File: src/hdl/ems_map_defines.svh
// Offsets, field positions, reset values and address limits of the page-mapping block.
// Assumes inclusion by bare name from the design file.
`ifndef EMS_MAP_DEFINES_SVH
`define EMS_MAP_DEFINES_SVH
`define CFG_INDEX_PORT      8'he8
`define CFG_IDX_UPPER       6'h0b
`define CFG_IDX_LOWER       6'h0c
`define UPPER_RESET         8'h20
`define LOWER_RESET         8'h00
`define BIT_GLOBAL_EN       7
`define BIT_BACKFILL_EN     6
`define BIT_FIXED_ONE       5
`define BIT_REMAP           4
`define PTR_SRAM            8'h00
`define PTR_LOW_MIN         8'h04
`define PTR_LOW_MAX         8'h09
`define PTR_MID_MAX         8'h0f
`define PTR_MID_EQUIV       8'h10
`define ADDR_256K           24'h040000
`define ADDR_640K           24'h0a0000
`define ADDR_1M             24'h100000
`define ADDR_WIN_LO         24'h0a0000
`define ADDR_WIN_HI         24'h0effff
`define ADDR_ROM_LO         24'hfe0000
`define PTR_UNIT_SHIFT      16
`endif

File: src/hdl/ems_map_pkg.sv
// Types shared by the page-mapping configuration block.
// Assumes the defines header is on the include path.
`default_nettype none
package ems_map_pkg;
    typedef enum logic [4:0] {
        DEST_NONE  = 5'b00001,
        DEST_BOARD = 5'b00010,
        DEST_SLOT  = 5'b00100,
        DEST_ROM   = 5'b01000,
        DEST_XLATE = 5'b10000
    } dest_t;
endpackage
`default_nettype wire

File: src/hdl/expanded_memory_map_config.sv
// Configuration registers and address routing for the expanded-memory page mapper.
// Assumes host I/O and memory cycle inputs are synchronous to i_clk, one cycle each.
//
// Notes on behaviour
// - Upper bit 7 gates window translation; backfill translates without it.
// - Upper bit 6 enables backfill translation of 256K-640K with a pointer above 09h.
// - Pointer write 04h-09h clears backfill enable.
// - Upper bit 5 always reads one.
// - Remap moves C and E windows into A and B; D stays.
// - Upper bits 3-0 enable E or B windows.
// - Lower bits 3-0 enable C or A windows.
// - Lower bits 7-4 enable D windows always.
// - Pointer zero starts no DRAM cycle.
// - Low pointer routes board, slot, nothing.
// - Low pointer keeps page translation working.
// - Pointer 0Ah-0Fh behaves as 10h.
// - High pointer routes low memory to board.
// - Translation uses board RAM above pointer.
// - Active windows override shadow, get translated.
// - Without paging, shadow controls route upper 384K.
// - Pointer to FDFFFFh slot, above is ROM.
// - Registers reached through index port E8h.
`include "ems_map_defines.svh"
`default_nettype none
module expanded_memory_map_config (
    // Clock and reset.
    input  wire logic                 i_clk,
    input  wire logic                 i_rst_n,
    // Host I/O cycle.
    input  wire logic                 i_io_wr,
    input  wire logic                 i_io_rd,
    input  wire logic [7:0]           i_io_addr,
    input  wire logic [7:0]           i_io_wdata,
    input  wire logic [7:0]           i_cfg_data_port,
    output logic      [7:0]           o_io_rdata,
    // Slot pointer update from the memory controller.
    input  wire logic                 i_ptr_wr,
    input  wire logic [7:0]           i_ptr_wdata,
    // Shadow controls, two bits per 64K segment A, B, C, D, and one pair shared by E and F.
    input  wire logic [1:0]           i_shadow_ctrl_seg_ab [2],
    input  wire logic [1:0]           i_shadow_ctrl_seg_c,
    input  wire logic [1:0]           i_shadow_ctrl_seg_d,
    input  wire logic [1:0]           i_shadow_ctrl_seg_ef,
    // CPU memory cycle.
    input  wire logic                 i_mem_req,
    input  wire logic                 i_mem_wr,
    input  wire logic [23:0]          i_mem_addr,
    output ems_map_pkg::dest_t        o_dest,
    output logic                      o_dram_start,
    output logic      [3:0]           o_page_index,
    // Configuration state seen by the page registers.
    output logic                      o_page_map_global_enable,
    output logic                      o_backfill_enable,
    output logic                      o_window_remap_select,
    output logic      [11:0]          o_window_enables,
    output logic      [7:0]           o_slot_boundary_pointer
);
    import ems_map_pkg::*;

    logic [7:0]  ems_ctrl_upper_windows_q;
    logic [7:0]  ems_lower_window_enables_q;
    logic [5:0]  index_q;
    logic [7:0]  ptr_q;
    logic [7:0]  eff_ptr;
    logic [23:0] ptr_addr;
    logic        hit_index;
    logic        hit_data;
    logic        ptr_low_wr;
    logic        win_hit;
    logic [3:0]  win_idx;
    logic [11:0] win_en;
    logic [1:0]  shadow_bits;
    dest_t       dest_d;

    // Pointer in the low band; shared by the clear logic and the routing.
    function automatic logic ptr_is_low(input logic [7:0] p);
        ptr_is_low = (p >= `PTR_LOW_MIN) && (p <= `PTR_LOW_MAX);
    endfunction

    assign hit_index  = (i_io_addr == `CFG_INDEX_PORT);
    assign hit_data   = (i_io_addr == i_cfg_data_port);
    assign ptr_low_wr = i_ptr_wr && ptr_is_low(i_ptr_wdata);

    // Index register selects which configuration register the data port reaches.
    always_ff @(posedge i_clk) begin
        if (!i_rst_n) begin
            index_q <= 6'h00;
        end else if (i_io_wr && hit_index) begin
            index_q <= i_io_wdata[5:0];
        end
    end

    // Upper register; the pointer clear wins over a same-cycle software write
    // so that backfill can never stay on above a low pointer.
    always_ff @(posedge i_clk) begin
        if (!i_rst_n) begin
            ems_ctrl_upper_windows_q <= `UPPER_RESET;
        end else begin
            if (i_io_wr && hit_data && index_q == `CFG_IDX_UPPER) begin
                ems_ctrl_upper_windows_q <= {i_io_wdata[7:6], 1'b1, i_io_wdata[4:0]};
            end
            if (ptr_low_wr) begin
                ems_ctrl_upper_windows_q[`BIT_BACKFILL_EN] <= 1'b0;
            end
        end
    end

    // Lower register stores all eight window enables.
    always_ff @(posedge i_clk) begin
        if (!i_rst_n) begin
            ems_lower_window_enables_q <= `LOWER_RESET;
        end else if (i_io_wr && hit_data && index_q == `CFG_IDX_LOWER) begin
            ems_lower_window_enables_q <= i_io_wdata;
        end
    end

    // Slot pointer copy held locally for routing.
    always_ff @(posedge i_clk) begin
        if (!i_rst_n) begin
            ptr_q <= `PTR_SRAM;
        end else if (i_ptr_wr) begin
            ptr_q <= i_ptr_wdata;
        end
    end

    // Read-back; unselected addresses return zero.
    always_ff @(posedge i_clk) begin
        if (!i_rst_n) begin
            o_io_rdata <= 8'h00;
        end else if (i_io_rd && hit_index) begin
            o_io_rdata <= {2'b00, index_q};
        end else if (i_io_rd && hit_data && index_q == `CFG_IDX_UPPER) begin
            o_io_rdata <= ems_ctrl_upper_windows_q | 8'h20;
        end else if (i_io_rd && hit_data && index_q == `CFG_IDX_LOWER) begin
            o_io_rdata <= ems_lower_window_enables_q;
        end else if (i_io_rd) begin
            o_io_rdata <= 8'h00;
        end
    end

    // Window enables in window order 0..11: C/A, D, B/E.
    assign win_en = {ems_ctrl_upper_windows_q[3:0], ems_lower_window_enables_q};

    // Decode which 16K window the address falls in, honouring the remap bit.
    always_comb begin
        win_hit = 1'b0;
        win_idx = 4'h0;
        if (i_mem_addr[23:16] == 8'h0d) begin
            win_hit = 1'b1;
            win_idx = {2'b01, i_mem_addr[15:14]};
        end else if (i_mem_addr[23:16] ==
                     (ems_ctrl_upper_windows_q[`BIT_REMAP] ? 8'h0a : 8'h0c)) begin
            win_hit = 1'b1;
            win_idx = {2'b00, i_mem_addr[15:14]};
        end else if (i_mem_addr[23:16] ==
                     (ems_ctrl_upper_windows_q[`BIT_REMAP] ? 8'h0b : 8'h0e)) begin
            win_hit = 1'b1;
            win_idx = {2'b10, i_mem_addr[15:14]};
        end
    end

    // Pointer values 0Ah-0Fh route as 10h; the pointer counts 64K units.
    assign eff_ptr  = (ptr_q > `PTR_LOW_MAX && ptr_q <= `PTR_MID_MAX) ?
                      `PTR_MID_EQUIV : ptr_q;
    assign ptr_addr = {eff_ptr, 16'h0000};

    // Shadow control pair for the upper 384K segment the address falls in.
    always_comb begin
        case (i_mem_addr[19:16])
            4'ha:    shadow_bits = i_shadow_ctrl_seg_ab[0];
            4'hb:    shadow_bits = i_shadow_ctrl_seg_ab[1];
            4'hc:    shadow_bits = i_shadow_ctrl_seg_c;
            4'hd:    shadow_bits = i_shadow_ctrl_seg_d;
            default: shadow_bits = i_shadow_ctrl_seg_ef;
        endcase
    end

    // Routing of one CPU memory cycle.
    always_comb begin
        dest_d = DEST_NONE;
        if (ems_ctrl_upper_windows_q[`BIT_GLOBAL_EN] && win_hit && win_en[win_idx]) begin
            dest_d = DEST_XLATE;
        end else if (i_mem_addr >= `ADDR_ROM_LO) begin
            dest_d = DEST_ROM;
        end else if (i_mem_addr >= `ADDR_640K && i_mem_addr < `ADDR_1M) begin
            // Shadow controls decide the upper 384K; E and F default to ROM.
            case (shadow_bits)
                2'b11:   dest_d = DEST_BOARD;
                2'b10:   dest_d = i_mem_wr ? DEST_SLOT : DEST_BOARD;
                2'b01:   dest_d = i_mem_wr ? DEST_BOARD :
                                  (i_mem_addr[19:17] == 3'b111 ? DEST_ROM : DEST_SLOT);
                default: dest_d = (i_mem_addr[19:17] == 3'b111) ? DEST_ROM : DEST_SLOT;
            endcase
        end else if (ptr_q == `PTR_SRAM) begin
            dest_d = DEST_SLOT;
        end else if (ptr_is_low(eff_ptr)) begin
            dest_d = (i_mem_addr < ptr_addr) ? DEST_BOARD : DEST_SLOT;
        end else if (i_mem_addr < `ADDR_256K) begin
            dest_d = DEST_BOARD;
        end else if (i_mem_addr < `ADDR_640K) begin
            dest_d = ems_ctrl_upper_windows_q[`BIT_BACKFILL_EN] ? DEST_XLATE : DEST_BOARD;
        end else if (i_mem_addr < ptr_addr) begin
            dest_d = DEST_BOARD;
        end else begin
            dest_d = DEST_SLOT;
        end
    end

    // Registered routing result; SRAM mode never asserts a DRAM start.
    always_ff @(posedge i_clk) begin
        if (!i_rst_n) begin
            o_dest       <= DEST_NONE;
            o_dram_start <= 1'b0;
            o_page_index <= 4'h0;
        end else begin
            o_dest       <= i_mem_req ? dest_d : DEST_NONE;
            o_dram_start <= i_mem_req && ptr_q != `PTR_SRAM &&
                            (dest_d == DEST_BOARD || dest_d == DEST_XLATE);
            o_page_index <= win_idx;
        end
    end

    // Configuration copies for the page registers.
    always_ff @(posedge i_clk) begin
        if (!i_rst_n) begin
            o_page_map_global_enable <= 1'b0;
            o_backfill_enable        <= 1'b0;
            o_window_remap_select    <= 1'b0;
            o_window_enables         <= 12'h000;
            o_slot_boundary_pointer  <= 8'h00;
        end else begin
            o_page_map_global_enable <= ems_ctrl_upper_windows_q[`BIT_GLOBAL_EN];
            o_backfill_enable        <= ems_ctrl_upper_windows_q[`BIT_BACKFILL_EN];
            o_window_remap_select    <= ems_ctrl_upper_windows_q[`BIT_REMAP];
            o_window_enables         <= win_en;
            o_slot_boundary_pointer  <= ptr_q;
        end
    end

    // Bit 5 is forced on every write path, so software can never see it low.
    upper_bit5_a: assert property (
        @(posedge i_clk) disable iff (!i_rst_n)
        ems_ctrl_upper_windows_q[`BIT_FIXED_ONE])
        else $error("fixed bit lost");
    // A low pointer write must win over any same-cycle software write of bit 6.
    backfill_clr_a: assert property (
        @(posedge i_clk) disable iff (!i_rst_n)
        ptr_low_wr |=> !ems_ctrl_upper_windows_q[`BIT_BACKFILL_EN])
        else $error("backfill not cleared");
    // With the pointer at zero no DRAM start may leave the block.
    sram_nodram_a: assert property (
        @(posedge i_clk) disable iff (!i_rst_n)
        (ptr_q == `PTR_SRAM && !i_ptr_wr) |=> !o_dram_start)
        else $error("dram started in sram mode");
    // With both enables off nothing may be translated.
    xlate_gate_a: assert property (
        @(posedge i_clk) disable iff (!i_rst_n)
        (i_mem_req && !ems_ctrl_upper_windows_q[`BIT_GLOBAL_EN]
         && !ems_ctrl_upper_windows_q[`BIT_BACKFILL_EN]) |=> o_dest != DEST_XLATE)
        else $error("translation without enable");
    // The top 128K always selects ROM.
    rom_top_a: assert property (
        @(posedge i_clk) disable iff (!i_rst_n)
        (i_mem_req && i_mem_addr >= `ADDR_ROM_LO) |=> o_dest == DEST_ROM)
        else $error("top not routed to rom");
    // Above the low band the first 256K is always board memory.
    low_board_a: assert property (
        @(posedge i_clk) disable iff (!i_rst_n)
        (i_mem_req && ptr_q > `PTR_LOW_MAX && i_mem_addr < `ADDR_256K)
        |=> o_dest == DEST_BOARD) else $error("low memory not on board");
    // D windows translate whatever the remap bit says.
    d_window_a: assert property (
        @(posedge i_clk) disable iff (!i_rst_n)
        (i_mem_req && ems_ctrl_upper_windows_q[`BIT_GLOBAL_EN]
         && i_mem_addr[23:16] == 8'h0d && ems_lower_window_enables_q[4 + i_mem_addr[15:14]])
        |=> o_dest == DEST_XLATE) else $error("d window not translated");
    // Every bit of the lower register is stored as written.
    lower_store_a: assert property (
        @(posedge i_clk) disable iff (!i_rst_n)
        (i_io_wr && hit_data && index_q == `CFG_IDX_LOWER)
        |=> ems_lower_window_enables_q == $past(i_io_wdata))
        else $error("lower write lost");
    // Pointer values just below 1M route like the 1M pointer.
    mid_equiv_a: assert property (
        @(posedge i_clk) disable iff (!i_rst_n)
        (ptr_q > `PTR_LOW_MAX && ptr_q <= `PTR_MID_MAX) |-> eff_ptr == `PTR_MID_EQUIV)
        else $error("mid pointer not equivalent");
    // The index port keeps the six low bits of what was written.
    index_store_a: assert property (
        @(posedge i_clk) disable iff (!i_rst_n)
        (i_io_wr && hit_index) |=> index_q == 6'($past(i_io_wdata)))
        else $error("index write lost");
    // Upper writes store all bits but bit 5, unless a pointer clear collides.
    upper_store_a: assert property (
        @(posedge i_clk) disable iff (!i_rst_n)
        (i_io_wr && hit_data && index_q == `CFG_IDX_UPPER && !ptr_low_wr)
        |=> ems_ctrl_upper_windows_q == ($past(i_io_wdata) | 8'h20))
        else $error("upper write lost");
    // The page registers see the backfill enable one cycle later.
    backfill_copy_a: assert property (
        @(posedge i_clk) disable iff (!i_rst_n)
        ems_ctrl_upper_windows_q[`BIT_BACKFILL_EN] |=> o_backfill_enable)
        else $error("backfill enable not passed on");
    // Remapped upper enables cover the B segment.
    remap_b_a: assert property (
        @(posedge i_clk) disable iff (!i_rst_n)
        (i_mem_req && ems_ctrl_upper_windows_q[`BIT_GLOBAL_EN]
         && ems_ctrl_upper_windows_q[`BIT_REMAP] && i_mem_addr[23:16] == 8'h0b
         && ems_ctrl_upper_windows_q[i_mem_addr[15:14]]) |=> o_dest == DEST_XLATE)
        else $error("b window not translated");
    // Remapped lower enables cover the A segment.
    remap_a_a: assert property (
        @(posedge i_clk) disable iff (!i_rst_n)
        (i_mem_req && ems_ctrl_upper_windows_q[`BIT_GLOBAL_EN]
         && ems_ctrl_upper_windows_q[`BIT_REMAP] && i_mem_addr[23:16] == 8'h0a
         && ems_lower_window_enables_q[i_mem_addr[15:14]]) |=> o_dest == DEST_XLATE)
        else $error("a window not translated");
    // Without remap the upper enables cover the E segment.
    e_window_a: assert property (
        @(posedge i_clk) disable iff (!i_rst_n)
        (i_mem_req && ems_ctrl_upper_windows_q[`BIT_GLOBAL_EN]
         && !ems_ctrl_upper_windows_q[`BIT_REMAP] && i_mem_addr[23:16] == 8'h0e
         && ems_ctrl_upper_windows_q[i_mem_addr[15:14]]) |=> o_dest == DEST_XLATE)
        else $error("e window not translated");
    // A low pointer sends memory below it to the board.
    low_ptr_board_a: assert property (
        @(posedge i_clk) disable iff (!i_rst_n)
        (i_mem_req && ptr_is_low(ptr_q) && i_mem_addr < {ptr_q, 16'h0000})
        |=> o_dest == DEST_BOARD) else $error("below low pointer not on board");
    // A low pointer sends extended memory to the slots.
    low_ptr_slot_a: assert property (
        @(posedge i_clk) disable iff (!i_rst_n)
        (i_mem_req && ptr_is_low(ptr_q) && i_mem_addr >= `ADDR_1M
         && i_mem_addr < `ADDR_ROM_LO) |=> o_dest == DEST_SLOT)
        else $error("extended memory not on slot");
    // Page translation must survive a low pointer.
    low_ptr_xlate_a: assert property (
        @(posedge i_clk) disable iff (!i_rst_n)
        (i_mem_req && ptr_is_low(ptr_q) && ems_ctrl_upper_windows_q[`BIT_GLOBAL_EN]
         && i_mem_addr[23:16] == 8'h0d && ems_lower_window_enables_q[4 + i_mem_addr[15:14]])
        |=> o_dest == DEST_XLATE) else $error("translation lost at low pointer");
    // With backfill on and a high pointer, 256K-640K feeds the page pool.
    backfill_xlate_a: assert property (
        @(posedge i_clk) disable iff (!i_rst_n)
        (i_mem_req && ptr_q > `PTR_LOW_MAX && ems_ctrl_upper_windows_q[`BIT_BACKFILL_EN]
         && i_mem_addr >= `ADDR_256K && i_mem_addr < `ADDR_640K)
        |=> o_dest == DEST_XLATE) else $error("backfill range not translated");
    // Shadow code 11 keeps an unpaged C segment on the board.
    shadow_board_a: assert property (
        @(posedge i_clk) disable iff (!i_rst_n)
        (i_mem_req && !ems_ctrl_upper_windows_q[`BIT_GLOBAL_EN]
         && i_mem_addr[23:16] == 8'h0c && i_shadow_ctrl_seg_c == 2'b11)
        |=> o_dest == DEST_BOARD) else $error("shadow code ignored");
    // A high pointer keeps memory from 1M up to it on the board.
    high_ptr_board_a: assert property (
        @(posedge i_clk) disable iff (!i_rst_n)
        (i_mem_req && ptr_q > `PTR_MID_MAX && i_mem_addr >= `ADDR_1M
         && i_mem_addr < {ptr_q, 16'h0000}) |=> o_dest == DEST_BOARD)
        else $error("extended board memory lost");
    // Accesses below 256K with a pointer above the low band must start a DRAM cycle.
    dram_start_a: assert property (
        @(posedge i_clk) disable iff (!i_rst_n)
        (i_mem_req && ptr_q > `PTR_LOW_MAX && i_mem_addr < `ADDR_256K)
        |=> o_dram_start) else $error("dram cycle missing");
endmodule
`default_nettype wire

File: config.mk
export PLATFORM = sky130hd
export DESIGN_NAME = expanded_memory_map_config
export DESIGN_NICKNAME = d
export VERILOG_FILES = /design/src/hdl/ems_map_pkg.sv /design/src/hdl/expanded_memory_map_config.sv
export VERILOG_INCLUDE_DIRS = /design/src /design/src/hdl
export SDC_FILE = /design/constraint.sdc
export NUM_CORES = 1
export LEC_CHECK = 0
export BUFFER_PORTS_ARGS = -buffer_cell sky130_fd_sc_hd__buf_2
export CAP_MARGIN = 30
export CORE_UTILIZATION = 36
export CTS_CLUSTER_DIAMETER = 80
export DETAILED_ROUTE_END_ITERATION = 8
export GPL_TIMING_DRIVEN = 0
export MAX_ROUTING_LAYER = met4
export PLACE_DENSITY_LB_ADDON = 0.25
export REMOVE_ABC_BUFFERS = 1
export SYNTH_ARGS = -nofsm -noshare
export SYNTH_HDL_FRONTEND = slang
export SYNTH_SLANG_ARGS = --single-unit
export TNS_END_PERCENT = 1
File: constraint.sdc
create_clock -name i_clk -period 2.8 [get_ports i_clk]
set_input_delay 0.42 -clock i_clk [delete_from_list [all_inputs] [get_ports i_clk]]
set_output_delay 0.42 -clock i_clk [all_outputs]
set_load 0.03 [all_outputs]
==> impl_metrics.py <==
metrics = {
    "outcome": {
        "status": "finished clean",
    },
    "setup_path": {
        "end_kind": "flip-flop",
        "r2r-end": "o_dest[1]$_SDFF_PN0_",
        "startpoint": "ptr_q[7]$_SDFFE_PN0P_",
        "critPathMaxStageDelay_ps": 390,
        "ff2ff_setup_slack_ps": 340,
        "arrival_ps": 2720,
        "path_delay_family": "simple AND/OR/NAND/NOR gates",
        "cpMaxStageDelayCell": "nor4_4",
        "reg2reg_from": "ptr_q[7]$_SDFFE_PN0P_",
        "required_ps": 3060,
        "path_cells": "nor4_4 -> and3_1 -> nor2_1 -> ha_1 -> a211oi_1 -> nor2_1 -> nor3_1 -> a22oi_2 -> or3_1 -> nor3_1",
        "setup.worst_path.start_class": "flip-flop",
        "cp_num_cells": 10,
        "crit_type": "reg -> reg",
        "cp_num_buf_inv": 0,
        "r2r_cells": 10,
        "worstPathMaxFanout": 5,
    },
    "timing": {
        "rsz0062_at_grt": "no",
        "finalHoldViolations": 0,
        "period_needed_ps": 2460,
        "clock_skew_ps": 7.62,
        "worst_pin_slew_ps": 950,
        "relSlewSlack": 0.367,
        "fin_crit_sh": 0.878,
        "setup_viol": 0,
        "clock.fmax_ghz": 0.407,
        "fin_tns_setup_ps": 0,
        "slew_viol_final": 0,
    },
    "cts": {
        "clock_sinks": 70,
        "cts_tree": "built",
        "cts_root_buf": "clkbuf_8",
        "cts_resized": 0,
        "cts_max_level": 3,
        "hold_buffers": 0,
        "cts_setup_buffers": 0,
        "clk_latency_ps": 330,
        "clk_pin_slew_ps": 70,
        "numCtsBuffers": 9,
        "clockBufferDepth": 2,
    },
    "global_routing": {
        "grt_max_degree": 66,
        "grt_pass1_wl_mm": 13.3,
        "grt_antenna_before_repair": 0,
        "grt_pass1_vias": 2727,
        "grt_usage": 0.177,
        "grt_overflow": 0,
    },
    "drt": {
        "drcViolationCount": 0,
        "wl_per_cell_um": 14.2,
        "first_pass_iters": 5,
        "drt_iter0_markers": 130,
        "vias": 2879,
        "drt_wl_total_mm": 8.04,
        "drtAntennaViolNets": 0,
        "viasPerCell": 5.10,
    },
    "synthesis": {
        "ys_seq_elements": 70,
        "async_flop_share": 0,
        "syn_area_per_cell_um2": 9.30,
        "synth_cell_types": 60,
        "synth_top_cell_by_area": "dfxtp_1",
        "syn_area_mm2": 0.00338,
        "synth_edf_count": 0,
        "yosysWarnings": 0,
        "ys_seq_area_frac": 0.415,
        "netlist_instances": 363,
        "netlist_top_cells_area": "dfxtp_1 41%, mux2i_1 8.6%, nor2b_1 6.1%",
        "synth_ff_type": "dfxtp_1",
        "yosysTopAreaCellShare": 0.415,
    },
    "cells_and_area": {
        "stdcell_count": 565,
        "drive_above_1_share": 0.284,
        "multiInputGateArea_mm2": 0.00188,
        "final_util": 0.468,
        "final_cell_mix": "99 x buf_2, 70 x dfxtp_1, 33 x nor2b_1",
        "syn_to_final_growth_pct": 23.2,
        "final_common_cell": "buf_2",
        "antenna_cells": 0,
        "final_net_count": 533,
        "fillers": 870,
        "seq_area_mm2": 0.00140,
    },
    "floorplan": {
        "initial_core_util": 0.380,
        "rows": 34,
        "die_x_um": 98.9,
        "core_area_mm2": 0.00889,
        "ios": 114,
        "die_h_um": 98.9,
        "die_area_mm2": 0.00977,
    },
    "place": {
        "port_buffers": 99,
        "placed_cells": 550,
        "dpl.hpwl_mm": 5.86,
        "globalplace.congestion": 0.812,
    },
    "pwr": {
        "power_density_mw_per_mm2": 524,
        "vdd_drop_max_mv": 0.337,
        "leakage_uw": 0.00188,
    },
    "min_path": {
        "hold_depth": 2,
        "hold_class": "in -> reg",
        "min_from": "i_mem_req",
        "holdPathEnd": "o_dest[0]$_SDFF_PN1_",
    },
    "run": {
        "drv_cap": 0,
    },
}
-- worst max-delay path by stage --
stage	slack, ps	end
2_1_floorplan	420	o_dest[1]$_SDFF_PN0_
3_3_place_gp	100	o_dest[1]$_SDFF_PN0_
3_5_place_dp	30	o_dest[1]$_SDFF_PN0_
4_1_cts	20	o_dest[1]$_SDFF_PN0_
5_1_grt	40	o_dest[1]$_SDFF_PN0_
6_report	340	o_dest[1]$_SDFF_PN0_
-- power breakdown --
group          switching [uW]  leakage (uW)  internal [uW]
clock                     364      0.000115            543
combinational             139       0.00120            110
sequential               13.6      0.000567           1010
-- cells by family (layout without fill, tap and decap cells) --
logic type,count (synthesis),after routing,share of synthesized area
buffers and inverters,28,122,0.0333
AOI/OAI and AO/OA,61,61,0.138
DFF,70,70,0.415
muxes,33,33,0.104
xor gates and xnor gates,9,9,0.0233
and+or+nand+nor,155,155,0.261
adders and majority gates,7,7,0.0259
-- through the flow --
stage | power, uW | setup slack [ps] | hold WS (ps) | area [um2]
after global placement | 1290 | 97.0 | 479 | 3930
after floorplan | 1180 | 418 | 446 | 3290
after global routing | 2280 | 38.1 | 336 | 4160
after detailed placement | 1290 | 33.4 | 487 | 3930
final | 2180 | 340 | 323 | 4160
after CTS | 2200 | 15.6 | 306 | 4150
-- metal layers --
metal | vias up | GRT usage | share of wire
met3 | 4 | 0.0461 | 0.050
li1 | 1475 | - | -
met2 | 91 | 0.282 | 0.47
met4 | 0 | 0.0471 | 0.0066
met5 | - | - | 0
met1 | 1309 | 0.222 | 0.47
-- worst register-to-register path: cells and delay by family, from the launching register on --
kind / cells / cell delay [ps]
fa+ha+maj: 1 / 170
flops: 1 / 370
compound gates: 2 / 360
simple gates: 7 / 1490
-- area by class of cell --
class	count	area share
Clock buffer	11	0.0364
Clock inverter	4	0.0168
Inverter	8	0.00722
Multi-Input combinational cell	265	0.451
Sequential cell	70	0.337
Tap cell	108	0.0325
Timing Repair Buffer	99	0.119
-- synth_stat cells, types with 2 or more instances --
cell type	instances
dfxtp_1	70
nor2b_1	33
mux2i_1	29
and2_1	26
nand2_1	26
nor2_1	19
nand3_1	17
clkbuf_1	16
a21oi_1	12
inv_1	8
xnor2_1	8
a21boi_0	7
ha_1	7
nand4_1	7
a211oi_1	6
nor3_1	6
o31ai_1	6
and3_1	4
o21ai_0	4
buf_2	3
a222oi_1	2
a22oi_2	2
a31oi_1	2
nor3b_1	2
nor4_4	2
nor4b_1	2
o211ai_1	2
o21ai_1	2
or3_1	2
-- sequential cells by signal (all words and copies together), names as in the netlist --
| signal | flops |
|---|---|
| o_backfill_enable | 1 |
| o_dest | 5 |
| o_slot_boundary_pointer | 8 |
| ems_ctrl_upper_windows_q | 7 |
| o_page_index | 4 |
| o_dram_start | 1 |
| o_page_map_global_enable | 1 |
| index_q | 6 |
| o_window_enables | 12 |
| ems_lower_window_enables_q | 8 |
| ptr_q | 8 |
| o_io_rdata | 8 |
| o_window_remap_select | 1 |
(Power assumes the default switching activity.)
